[config.mk]
export PLATFORM = sky130hd
export DESIGN_NAME = cdd_top
export DESIGN_NICKNAME = d
export VERILOG_FILES = /design/src/design/cdd_pkg.sv /design/src/design/cdd_chan_if.sv /design/src/design/cdd_chan.sv /design/src/design/cdd_top.sv
export SDC_FILE = /design/constraint.sdc
export NUM_CORES = 2
export LEC_CHECK = 0
export ABC_AREA = 1
export BUFFER_PORTS_ARGS = -buffer_cell sky130_fd_sc_hd__buf_2
export CORE_ASPECT_RATIO = 0.6
export CORE_MARGIN = 2
export CORE_UTILIZATION = 32
export CTS_CLUSTER_DIAMETER = 50
export DETAILED_ROUTE_END_ITERATION = 10
export GPL_ROUTABILITY_DRIVEN = 1
export GPL_TIMING_DRIVEN = 0
export SETUP_SLACK_MARGIN = 0.2
export SYNTH_ARGS = -nofsm -noshare
export SYNTH_HDL_FRONTEND = slang
export SYNTH_SLANG_ARGS = --single-unit
[constraint.sdc]
create_clock -name ref_clk -period 12.05 [get_ports ref_clk]
set_input_delay 0.6025 -clock ref_clk [delete_from_list [all_inputs] [get_ports ref_clk]]
set_output_delay 0.6025 -clock ref_clk [all_outputs]
set_load 0.05 [all_outputs]
[src/design/cdd_pkg.sv]
// Constants, register map and helpers for the clock and sync reference divider/delay block.
// Assumes one clock domain (ref_clk) standing in for the device input clock.
package cdd_pkg;
	localparam int NCH = 4;
	localparam int NREF = 8;
	localparam int REF_PER_CH = 2;
	localparam int DIV_W = 4;
	localparam int CDLY_W = 8;
	localparam int CDLY_STEPS = 256;
	localparam int RDLY_W = 3;
	localparam int RDLY_MAX = 7;
	localparam int MULT_MAX = 4;
	localparam int RLINE_W = RDLY_MAX * MULT_MAX + 1;
	localparam int PHASE_W = 6;
	localparam logic [PHASE_W-1:0] PHASE_LAST = 6'd47; // Last phase; the 48-count cycle is a common multiple of all ratios
	localparam logic [DIV_W-1:0] DIV_BYPASS = 4'h0;
	localparam logic [DIV_W-1:0] DIV_BY3 = 4'h2;
	localparam logic [DIV_W-1:0] DIV_BY4 = 4'h3;
	localparam logic [DIV_W-1:0] DIV_CODE_MAX = 4'h8;
	// Register byte addresses
	localparam int ADDR_W = 8;
	localparam logic [ADDR_W-1:0] REG_DIV = 8'h00;
	localparam logic [ADDR_W-1:0] REG_CDLY = 8'h04;
	localparam logic [ADDR_W-1:0] REG_RDLY = 8'h08;
	localparam logic [ADDR_W-1:0] REG_CTRL = 8'h0C;
	localparam logic [ADDR_W-1:0] REG_STAT = 8'h10;
	// Control register fields
	localparam int CTRL_MULT_LSB = 0;
	localparam int CTRL_CAL_BIT = 4;
	localparam int CTRL_PD_LSB = 8;
	localparam int CTRL_REN_LSB = 16;
	// Status register fields
	localparam int STAT_BUSY_BIT = 0;
	localparam int STAT_DONE_BIT = 1;
	localparam int STAT_UNIT_LSB = 4;
	localparam int STAT_LOADED_BIT = 8;
	localparam logic [31:0] DIV_RESET = 32'h0000_0000;
	localparam logic [1:0] RESP_OK = 2'b00;
	localparam logic [1:0] RESP_SLVERR = 2'b10;
	// Serial frame: one read flag, seven index bits, 32 data bits
	localparam int SPI_HDR_BITS = 8;
	localparam logic [5:0] SPI_LAST_BIT = 6'd39;
	localparam int CAL_CYCLES_DEF = 1024;

	// Divider code to ratio; unknown codes fall back to bypass
	function automatic logic [PHASE_W-1:0] div_ratio(input logic [DIV_W-1:0] code);
		unique case (code)
			4'h1: div_ratio = 6'd2;
			4'h2: div_ratio = 6'd3;
			4'h3: div_ratio = 6'd4;
			4'h4: div_ratio = 6'd6;
			4'h5: div_ratio = 6'd8;
			4'h6: div_ratio = 6'd12;
			4'h7: div_ratio = 6'd16;
			4'h8: div_ratio = 6'd24;
			default: div_ratio = 6'd1;
		endcase
	endfunction
endpackage

[src/design/cdd_chan_if.sv]
// Bundle between the register core and one clock channel.
// Assumes the phase count is shared by all channels of one core.
`timescale 1ns/100ps
interface cdd_chan_if;
	import cdd_pkg::*;
	logic [DIV_W-1:0] div_code;
	logic [CDLY_W-1:0] clk_dly;
	logic pwr_dn;
	logic [PHASE_W-1:0] phase;
	logic chan_out;
	modport ctl (output div_code, output clk_dly, output pwr_dn, output phase, input chan_out);
	modport chan (input div_code, input clk_dly, input pwr_dn, input phase, output chan_out);
endinterface

[src/design/cdd_chan.sv]
// One clock channel: divider, input-period delay line and power-down.
// Assumes the phase count wraps at a multiple of every ratio.
`timescale 1ns/100ps
module cdd_chan
	import cdd_pkg::*;
(
	input wire logic ref_clk, // Device clock
	input wire logic arst_n, // Async reset, low
	cdd_chan_if.chan cif // Settings in, channel clock out
);
	typedef struct packed {
		logic [DIV_W-1:0] div;
		logic [CDLY_W-1:0] dly;
		logic pd;
		logic [CDLY_STEPS-1:0] line;
		logic out;
	} cdd_chs_s;

	cdd_chs_s st_q;
	cdd_chs_s st_d;
	logic [PHASE_W-1:0] ratio;
	logic base;

	// ==========================================================
	// Divider and delay
	// Edge strobe: one cycle high on each divided incident edge
	always_comb begin
		st_d = st_q;
		ratio = div_ratio(st_q.div);
		// All ratios key off one shared count, so edges line up
		base = (cif.phase % ratio) == '0;
		// Settings change only where every ratio has an edge
		if (cif.phase == '0) begin
			st_d.div = cif.div_code;
			st_d.dly = cif.clk_dly;
			st_d.pd = cif.pwr_dn;
		end
		st_d.line = {st_q.line[CDLY_STEPS-2:0], base};
		// Delay counted in whole input periods
		st_d.out = st_q.pd ? 1'b0 : st_d.line[st_q.dly];
	end

	always_ff @(posedge ref_clk or negedge arst_n) begin
		if (!arst_n) begin
			st_q <= '0;
		end else begin
			st_q <= st_d;
		end
	end

	assign cif.chan_out = st_q.out;
endmodule

[src/design/cdd_top.sv]
// Register core, sync reference delay, calibration sequencer and host ports.
// Assumes ref_clk is the device input clock; pins and serial lines are asynchronous.
`timescale 1ns/100ps
module cdd_top
	import cdd_pkg::*;
#(
	parameter int CAL_CYCLES = CAL_CYCLES_DEF
)(
	input wire logic ref_clk, // Device clock
	input wire logic arst_n, // Async reset, low
	input wire logic [ADDR_W-1:0] s_axi_awaddr, // Write address
	input wire logic s_axi_awvalid, // Write address valid
	output logic s_axi_awready, // Write address ready
	input wire logic [31:0] s_axi_wdata, // Write data
	input wire logic [3:0] s_axi_wstrb, // Byte enables
	input wire logic s_axi_wvalid, // Write data valid
	output logic s_axi_wready, // Write data ready
	output logic [1:0] s_axi_bresp, // Write response
	output logic s_axi_bvalid, // Write response valid
	input wire logic s_axi_bready, // Write response ready
	input wire logic [ADDR_W-1:0] s_axi_araddr, // Read address
	input wire logic s_axi_arvalid, // Read address valid
	output logic s_axi_arready, // Read address ready
	output logic [31:0] s_axi_rdata, // Read data
	output logic [1:0] s_axi_rresp, // Read response
	output logic s_axi_rvalid, // Read data valid
	input wire logic s_axi_rready, // Read data ready
	input wire logic spi_sclk, // Serial clock pin
	input wire logic serial_select_low, // Serial select, low
	input wire logic serial_data_line_i, // Serial data in
	output logic serial_data_line_o, // Serial data out
	output logic serial_data_line_oe, // Serial data drive enable
	input wire logic sync_reference_input, // Sync reference in
	input wire logic mid_channel_divider_strap, // Middle channel default strap
	output logic [NCH-1:0] channel_clock_output, // Channel edge strobes
	output logic [NREF-1:0] sync_reference_output, // Delayed references
	output logic calibration_oscillator_en // Delay oscillator running
);
	typedef struct packed {
		logic [2:0] pin_s1; // First sync stage: sclk, select, data
		logic [2:0] pin_s2;
		logic sclk_prev;
		logic strap_s1;
		logic strap_s2;
		logic [1:0] load_cnt;
		logic loaded;
		logic ref_s1;
		logic ref_s2;
		logic [RLINE_W-1:0] ref_line;
		logic [NREF-1:0] ref_out;
		logic [PHASE_W-1:0] phase;
		logic [31:0] div;
		logic [31:0] cdly;
		logic [31:0] rdly;
		logic [1:0] mult;
		logic cal_go;
		logic [NCH-1:0] pd;
		logic [NREF-1:0] ren;
		logic cal_busy;
		logic cal_done;
		logic [15:0] cal_cnt;
		logic [1:0] cal_mult;
		logic aw_got;
		logic [ADDR_W-1:0] aw_addr;
		logic w_got;
		logic [31:0] wdata;
		logic [3:0] wstrb;
		logic bvalid;
		logic [1:0] bresp;
		logic rvalid;
		logic [1:0] rresp;
		logic [31:0] rdata;
		logic [5:0] bit_cnt;
		logic [SPI_HDR_BITS-1:0] hdr;
		logic [31:0] sh;
		logic sdo;
		logic sdo_oe;
		logic spi_wr;
		logic [31:0] spi_data;
	} cdd_st_s;

	cdd_st_s st_q;
	cdd_st_s st_d;
	logic sclk_rise;
	logic sclk_fall;
	logic sel_act;
	logic axi_wr;
	logic [31:0] spi_word;

	// ==========================================================
	// Known limits
	// Serial clock half periods below four clocks lose bits
	// Select, serial clock and data each lag two clocks behind the pins
	// Only six index bits reach the byte address; higher indexes alias
	// Reference delay unit is one to four clocks here, not a trimmed time step
	// Calibration run is a fixed count, it does not model a lock
	// A pending serial write holds off bus writes until it lands
	// Status writes answer okay and leave the status alone
	// Reference outputs stay off until software enables them
	// Strap is read once after reset; later pin changes are ignored
	// Divider and delay changes wait for the next common phase zero
	// A new setting can thus take up to 48 clocks to appear

	// ==========================================================
	// Register helpers
	// Mapped test works on byte addresses
	function automatic logic reg_hit(input logic [ADDR_W-1:0] a);
		reg_hit = (a == REG_DIV) || (a == REG_CDLY) || (a == REG_RDLY)
			|| (a == REG_CTRL) || (a == REG_STAT);
	endfunction

	// Read view of the map, status shows live block state
	function automatic logic [31:0] reg_rd(input cdd_st_s s, input logic [ADDR_W-1:0] a);
		reg_rd = '0;
		unique case (a)
			REG_DIV: reg_rd = s.div;
			REG_CDLY: reg_rd = s.cdly;
			REG_RDLY: reg_rd = s.rdly;
			REG_CTRL: begin
				reg_rd[CTRL_MULT_LSB +: 2] = s.mult;
				reg_rd[CTRL_CAL_BIT] = s.cal_go;
				reg_rd[CTRL_PD_LSB +: NCH] = s.pd;
				reg_rd[CTRL_REN_LSB +: NREF] = s.ren;
			end
			REG_STAT: begin
				reg_rd[STAT_BUSY_BIT] = s.cal_busy;
				reg_rd[STAT_DONE_BIT] = s.cal_done;
				reg_rd[STAT_UNIT_LSB +: 2] = s.cal_mult;
				reg_rd[STAT_LOADED_BIT] = s.loaded;
			end
			default: reg_rd = '0;
		endcase
	endfunction

	// Byte-lane merge then field update; status is read only
	function automatic cdd_st_s reg_wr(input cdd_st_s s, input logic [ADDR_W-1:0] a,
		input logic [31:0] d, input logic [3:0] strb);
		logic [31:0] m;
		logic [31:0] v;
		m = {{8{strb[3]}}, {8{strb[2]}}, {8{strb[1]}}, {8{strb[0]}}};
		v = (reg_rd(s, a) & ~m) | (d & m);
		reg_wr = s;
		unique case (a)
			REG_DIV: reg_wr.div = v;
			REG_CDLY: reg_wr.cdly = v;
			REG_RDLY: reg_wr.rdly = v;
			REG_CTRL: begin
				reg_wr.mult = v[CTRL_MULT_LSB +: 2];
				// Only a one starts; software cannot abort a run
				reg_wr.cal_go = s.cal_go | v[CTRL_CAL_BIT];
				reg_wr.pd = v[CTRL_PD_LSB +: NCH];
				reg_wr.ren = v[CTRL_REN_LSB +: NREF];
			end
			default: reg_wr = s;
		endcase
	endfunction

	// ==========================================================
	// Next-state logic
	always_comb begin
		st_d = st_q;
		// Pins pass two flops before any logic looks at them
		st_d.pin_s1 = {spi_sclk, serial_select_low, serial_data_line_i};
		st_d.pin_s2 = st_q.pin_s1;
		st_d.sclk_prev = st_q.pin_s2[2];
		st_d.strap_s1 = mid_channel_divider_strap;
		st_d.strap_s2 = st_q.strap_s1;
		st_d.ref_s1 = sync_reference_input;
		st_d.ref_s2 = st_q.ref_s1;
		sclk_rise = st_q.pin_s2[2] && !st_q.sclk_prev;
		sclk_fall = !st_q.pin_s2[2] && st_q.sclk_prev;
		sel_act = !st_q.pin_s2[1];

		// Strap caught once the sync chain holds the real pin level
		// Bus readys wait on this, so no write can race the defaults
		if (!st_q.loaded) begin
			st_d.load_cnt = st_q.load_cnt + 2'd1;
			if (st_q.load_cnt == 2'd2) begin
				st_d.loaded = 1'b1;
				// Sync flops reset to one, but by now they hold the sampled pin level
				st_d.div[1*DIV_W +: DIV_W] = st_q.strap_s2 ? DIV_BY4 : DIV_BY3;
				st_d.div[2*DIV_W +: DIV_W] = st_q.strap_s2 ? DIV_BY4 : DIV_BY3;
				st_d.div[0*DIV_W +: DIV_W] = DIV_BYPASS;
				st_d.div[3*DIV_W +: DIV_W] = DIV_BYPASS;
			end
		end

		// Shared phase count, wraps where every ratio has an edge
		st_d.phase = (st_q.phase == PHASE_LAST) ? '0 : st_q.phase + 6'd1;

		// Calibration sequencer; the run length is a stand-in lock time
		// A start written during the last busy cycle is kept, so a
		// second run follows at once instead of being lost
		if (st_q.cal_busy) begin
			st_d.cal_cnt = st_q.cal_cnt + 16'd1;
			if (st_q.cal_cnt == 16'(CAL_CYCLES - 1)) begin
				st_d.cal_busy = 1'b0;
				st_d.cal_go = 1'b0;
				st_d.cal_done = 1'b1;
				st_d.cal_mult = st_q.mult;
			end
		end else if (st_q.cal_go) begin
			st_d.cal_busy = 1'b1;
			st_d.cal_cnt = '0;
		end

		// Reference path: its own line, untouched by divider and delay settings; channel power-down gates its pair
		// Longest tap is seven steps times four, the top of the line
		st_d.ref_line = {st_q.ref_line[RLINE_W-2:0], st_q.ref_s2};
		for (int r = 0; r < NREF; r++) begin
			// Step count scaled by the stored unit, not the live field
			st_d.ref_out[r] = st_q.ren[r] && !st_q.pd[r / REF_PER_CH]
				&& st_q.ref_line[int'(st_q.rdly[r*4 +: RDLY_W]) * (int'(st_q.cal_mult) + 1)];
		end

		// AXI write channels, either order; parked while a serial write waits
		if (s_axi_awvalid && s_axi_awready) begin
			st_d.aw_got = 1'b1;
			st_d.aw_addr = s_axi_awaddr;
		end
		if (s_axi_wvalid && s_axi_wready) begin
			st_d.w_got = 1'b1;
			st_d.wdata = s_axi_wdata;
			st_d.wstrb = s_axi_wstrb;
		end
		axi_wr = st_q.aw_got && st_q.w_got && !st_q.bvalid && !st_q.spi_wr;
		if (st_q.bvalid && s_axi_bready) begin
			st_d.bvalid = 1'b0;
		end
		if (axi_wr) begin
			st_d.aw_got = 1'b0;
			st_d.w_got = 1'b0;
			st_d.bvalid = 1'b1;
			st_d.bresp = reg_hit(st_q.aw_addr) ? RESP_OK : RESP_SLVERR;
			st_d = reg_wr(st_d, st_q.aw_addr, st_q.wdata, st_q.wstrb);
		end

		// AXI read
		// Read data come from the map as it stood before this edge
		if (st_q.rvalid && s_axi_rready) begin
			st_d.rvalid = 1'b0;
		end
		if (s_axi_arvalid && s_axi_arready) begin
			st_d.rvalid = 1'b1;
			st_d.rresp = reg_hit(s_axi_araddr) ? RESP_OK : RESP_SLVERR;
			st_d.rdata = reg_rd(st_q, s_axi_araddr);
		end

		// Pending serial write lands when no bus write competes
		// Word as it stands once the last data bit comes in
		spi_word = {st_q.sh[30:0], st_q.pin_s2[0]};
		if (st_q.spi_wr && !axi_wr) begin
			st_d.spi_wr = 1'b0;
			st_d = reg_wr(st_d, {st_q.hdr[ADDR_W-3:0], 2'b00}, st_q.spi_data, 4'hF);
		end

		// Serial port: sample on rise, drive read data on fall
		// Frame: eight header bits, then thirty-two data bits, MSB first
		// Bit counter parks on the last bit until select goes away
		if (!sel_act) begin
			st_d.bit_cnt = '0;
			st_d.sdo_oe = 1'b0;
		end else if (sclk_rise) begin
			if (st_q.bit_cnt < 6'(SPI_HDR_BITS)) begin
				st_d.hdr = {st_q.hdr[SPI_HDR_BITS-2:0], st_q.pin_s2[0]};
			end else if (!st_q.sdo_oe) begin
				// During read-back only the fall edge moves the word out;
				// shifting here too would skip every second bit
				st_d.sh = {st_q.sh[30:0], st_q.pin_s2[0]};
			end
			if (st_q.bit_cnt != SPI_LAST_BIT) begin
				st_d.bit_cnt = st_q.bit_cnt + 6'd1;
			end
			// Header complete: a read loads the word and takes the line
			if (st_q.bit_cnt == 6'(SPI_HDR_BITS - 1) && st_d.hdr[SPI_HDR_BITS-1]) begin
				st_d.sh = reg_rd(st_q, {st_d.hdr[ADDR_W-3:0], 2'b00});
				st_d.sdo_oe = 1'b1;
			end
			if (st_q.bit_cnt == SPI_LAST_BIT && !st_q.hdr[SPI_HDR_BITS-1]) begin
				st_d.spi_wr = 1'b1;
				st_d.spi_data = spi_word;
			end
		end else if (sclk_fall && st_q.sdo_oe) begin
			st_d.sdo = st_q.sh[31];
			st_d.sh = {st_q.sh[30:0], 1'b0};
		end
	end

	// ==========================================================
	// State register
	// Strap and select chains reset high: pulled-up pins idle high
	// Everything else clears to zero, channel settings included
	always_ff @(posedge ref_clk or negedge arst_n) begin
		if (!arst_n) begin
			st_q <= '0;
			st_q.strap_s1 <= 1'b1;
			st_q.strap_s2 <= 1'b1;
			st_q.pin_s1 <= 3'b010;
			st_q.pin_s2 <= 3'b010;
			st_q.div <= DIV_RESET;
		end else begin
			st_q <= st_d;
		end
	end

	// ==========================================================
	// Channels
	// Each channel reads its own fields; power-down also gates it
	// One bundle per channel keeps the channel port list short
	generate
		for (genvar c = 0; c < NCH; c++) begin : g_ch
			cdd_chan_if cif ();
			assign cif.div_code = st_q.div[c*DIV_W +: DIV_W];
			assign cif.clk_dly = st_q.cdly[c*CDLY_W +: CDLY_W];
			assign cif.pwr_dn = st_q.pd[c];
			assign cif.phase = st_q.phase;
			assign channel_clock_output[c] = cif.chan_out;
			cdd_chan u_chan (
				.ref_clk(ref_clk),
				.arst_n(arst_n),
				.cif(cif)
			);
		end
	endgenerate

	// ==========================================================
	// Outputs
	// Readys stay low until the strap is loaded, so a request made
	// early after reset simply waits; none is ever dropped
	assign s_axi_awready = !st_q.aw_got && !st_q.spi_wr && st_q.loaded;
	assign s_axi_wready = !st_q.w_got && !st_q.spi_wr && st_q.loaded;
	assign s_axi_bvalid = st_q.bvalid;
	assign s_axi_bresp = st_q.bresp;
	assign s_axi_arready = !st_q.rvalid && st_q.loaded;
	assign s_axi_rvalid = st_q.rvalid;
	assign s_axi_rresp = st_q.rresp;
	assign s_axi_rdata = st_q.rdata;
	assign serial_data_line_o = st_q.sdo;
	assign serial_data_line_oe = st_q.sdo_oe && sel_act;
	assign sync_reference_output = st_q.ref_out;
	// Oscillator only runs while calibrating, quiet afterwards
	assign calibration_oscillator_en = st_q.cal_busy;
endmodule

==> reports/metrics.csv <==
metric;value;unit
sequential share of the synthesized area;58.17;%
fillcell total;19040;
# clock sinks;1427;
Crit Path Category;reg -> reg;
Fmax;0.1261;GHz
Longest Clk Path Bufs;4;
IO Count;120;
Synth Area in XOR/XNOR;0.6705;%
FP Rows;124;
Max Cap Viol;2;
Unique masters post-synth;65;
H-tree Lvls;4;
Max FO, Critical Path;7;
Die ar.;0.1955;mm²
CP dominant cell by count;nand2_1;
Post-DRT Antenna Nets;0;
RSZ-0062 raised after global routing;no;
Reg clk slew, reported paths;0.06;ns
failing checks;capacitance limit, slew limit;
P_sw;8.537;mW
first-pass GRT wire length;327900;µm
Post-Syn Area per Cell;9.576;µm²
worst r2r dst;g_ch[1].u_chan.cif.chan_out;
worst skew pair latency;0.82;ns
vias in the first global route;49000;
Initial Util;32.22;%
setup TNS;0;ns
normalized max-slew margin;-8.348;%
Int Pwr;11.10;mW
Die H;343.3;µm
mux cell area share after synthesis;0.6603;%
Simple-Gate Fraction of Synth Area;12.20;%
clock power share;24.2;%
Primary FF master, synth;dfrtp_1;
maximum VDD drop;0.6105;mV
area occupied by multi-input gates;0.02167;mm²
min-delay src;s_axi_wdata[30];
share of layout cells above drive strength 1;8.608;%
Final GP Congestion;1.012;
Post-Syn Instances;6411;
startpoint class of the critical path;register;
Tmin final;7.930;ns
Max Slew Vio Count;17;
adder-cell share of the synthesized area;2.931;%
Setup Skew;0.06493;ns
Worst Hold Endpoint;st_q[153];
Finish-stage setup viols;0;
R2R Setup Slk;4.12;ns
DRC violations left;0;
post-CTS resize count;0;
final WL;221800;µm
initial drt markers;6741;
FF-to-FF Start;g_ch[1].u_chan.st_q[266];
GRT overflow;0;
Sequential Power Share;27.2;%
pin count of the biggest net entering global routing;175;
Critical Path RT;12.65;ns
largest family of logic cells by synthesized area;compound AO/OA/AOI/OAI gates;
Ys Warns;0;
Register Area;0.03571;mm²
area of the core;0.1905;mm²
worst slew pin tran;1.619;ns
I/O Buffers;117;
WP data arrival;8.53;ns
antenna violations before repair;15;
Syn Std Cell Area;0.06139;mm²
post-synthesis compound-gate area fraction;18.82;%
nets;6904;
synthesized flop and latch total;1427;
fin crit share;65.81;%
CTS tree;yes;
area grow syn2layout;14.82;%
CP peak stage delay;0.46;ns
r2r worst-path depth;55;
Post-synth EDFFs;0;
Vias;51690;
Power Dens Cells;278.5;mW/mm²
LEAKAGE;32.12;nW
gr usage total;22.30;%
Pwr Total;19.63;mW
Root Driver;clkbuf_16;
hold slack;0.03457;ns
Final Hold Fails;0;
Synth async-reset ratio;100.0;%
Logic pwr share;48.7;%
critical path capture point type;register;
status;finished, violations left;
TritonRoute pass-1 iters;8;
clock buffer count from CTS;150;
Hold Crit Depth;2;
wire per inst;23.77;µm
Hold WC Path Type;in -> reg;
die width;569.5;µm
vias per cell;5.541;
Slowest-stage cell, CP;dfrtp_1;
switch share;43.48;%
DP HPWL;160400;µm
==> routing by layer <==
metal / vias up / global-route usage (%) / routed length, µm
met5: - / 0 / 132
met4: 20 / 5.180 / 4793
met3: 379 / 8.304 / 29170
met2: 2823 / 27.99 / 82680
met1: 25960 / 35.07 / 105000
li1: 22500 / - / -
==> cells by family (layout without fill, tap and decap cells) <==
group / Yosys count / count (layout)
XOR/XNOR: 47 / 47
buffers and inverters: 1003 / 1399
AND/OR/NAND/NOR: 1815 / 1815
adder cells (fa/ha/maj): 136 / 136
flip-flops: 1427 / 1427
AO/OA/AOI/OAI: 1946 / 1946
multiplexers: 36 / 36
other: 1 / 3
==> worst max-delay path: cells and delay by family, from the launching register on <==
kind                     cells  cell delay, ns
AO/OA/AOI/OAI                8            1.96
flip-flops                   1            0.46
AND/OR/NAND/NOR             36            3.25
buffers and inverters        5            0.28
adder cells (fa/ha/maj)      6            1.75
==> timing repair <==
item                                   4_1_cts  5_1_grt
endpoints found under the hold margin      149        0
buffers inserted                             0        0
hold buffers                                13        0
==> through the flow <==
step	cells	utilization [%]	setup WS [ns]	area [µm²]
3_3_place_gp	9049	34.19	-20.89	65140
4_1_cts	9328	37.00	4.186	70490
2_1_floorplan	6412	-	5.655	61400
3_5_place_dp	9059	34.33	4.238	65410
6_report	9329	37.00	4.120	70490
5_1_grt	9328	37.00	3.293	70490
==> sequential cells by signal (all words and copies together), names as in the netlist <==
signal / flops
sync_reference_output: 8
s_axi_rvalid: 1
g_ch.u_chan.st_q: 52
st_q: 215
s_axi_bresp: 1
g_ch.cif.div_code: 16
s_axi_rdata: 32
g_ch.cif.clk_dly: 32
g_ch.u_chan.st_d: 1020
g_ch.u_chan.cif.chan_out: 4
spi_word: 32
serial_data_line_o: 1
g_ch.cif.phase: 6
s_axi_rresp: 1
g_ch.cif.pwr_dn: 4
s_axi_bvalid: 1
calibration_oscillator_en: 1
==> cell usage in the layout (no fill, tap or decap), types with 123 or more instances in the layout <==
master     instances
a21oi_1          642
buf_2            147
clkbuf_1         304
clkbuf_16        155
dfrtp_1         1423
ha_1             123
inv_1            549
nand2_1         1117
nand3_1          192
nor2_1           358
o21ai_0          691
o22ai_1          160
==> worst max-delay path by stage <==
stage / startpoint / to / cells past startpoint
4_1_cts: g_ch[1].u_chan.st_q[266] / g_ch[1].u_chan.cif.chan_out / 55
5_1_grt: g_ch[1].u_chan.st_q[266] / g_ch[1].u_chan.cif.chan_out / 56
3_3_place_gp: arst_n / g_ch[1].u_chan.st_d[39] / 1
3_5_place_dp: g_ch[1].u_chan.st_q[266] / g_ch[1].u_chan.cif.chan_out / 55
2_1_floorplan: g_ch[3].u_chan.st_q[266] / g_ch[3].u_chan.cif.chan_out / 56
6_report: g_ch[1].u_chan.st_q[266] / g_ch[1].u_chan.cif.chan_out / 55
==> power by group through the flow <==
stage,Sequential [mW],Clock [mW],Combinational (mW)
final,5.33,4.75,9.55
after global routing,5.35,5.04,10.7
after CTS,5.32,4.82,9.39
after detailed placement,5.41,0,9.34
after global placement,5.42,0,9.04
after floorplan,5.29,0,6.90
==> synthesized netlist by cell type, drive strengths merged, types with 39 or more instances <==
cell / instances / area (µm²)
a21oi: 645 / 3247
a221oi: 120 / 1051
a22oi: 39 / 292.8
buf: 133 / 733.2
clkbuf: 287 / 1089
dfrtp: 1423 / 35610
ha: 123 / 1539
inv: 568 / 2135
nand2: 1142 / 4369
nand3: 205 / 1106
nor2: 368 / 1404
o21ai: 712 / 3601
o221ai: 91 / 797.0
o22ai: 160 / 1001
==> area by class of cell <==
class / instances / share of cell area (%)
well taps: 2520 / 4.473
flip-flops and latches: 1427 / 50.66
plain buffers: 420 / 2.584
repair buffers: 140 / 1.399
inverters: 583 / 3.108
clock buffers: 207 / 6.148
clock inverters: 49 / 0.8750
diodes: 1 / 0.003550
multi-input cells: 3982 / 30.75
No activity file was read; power rests on OpenSTA's default activity.
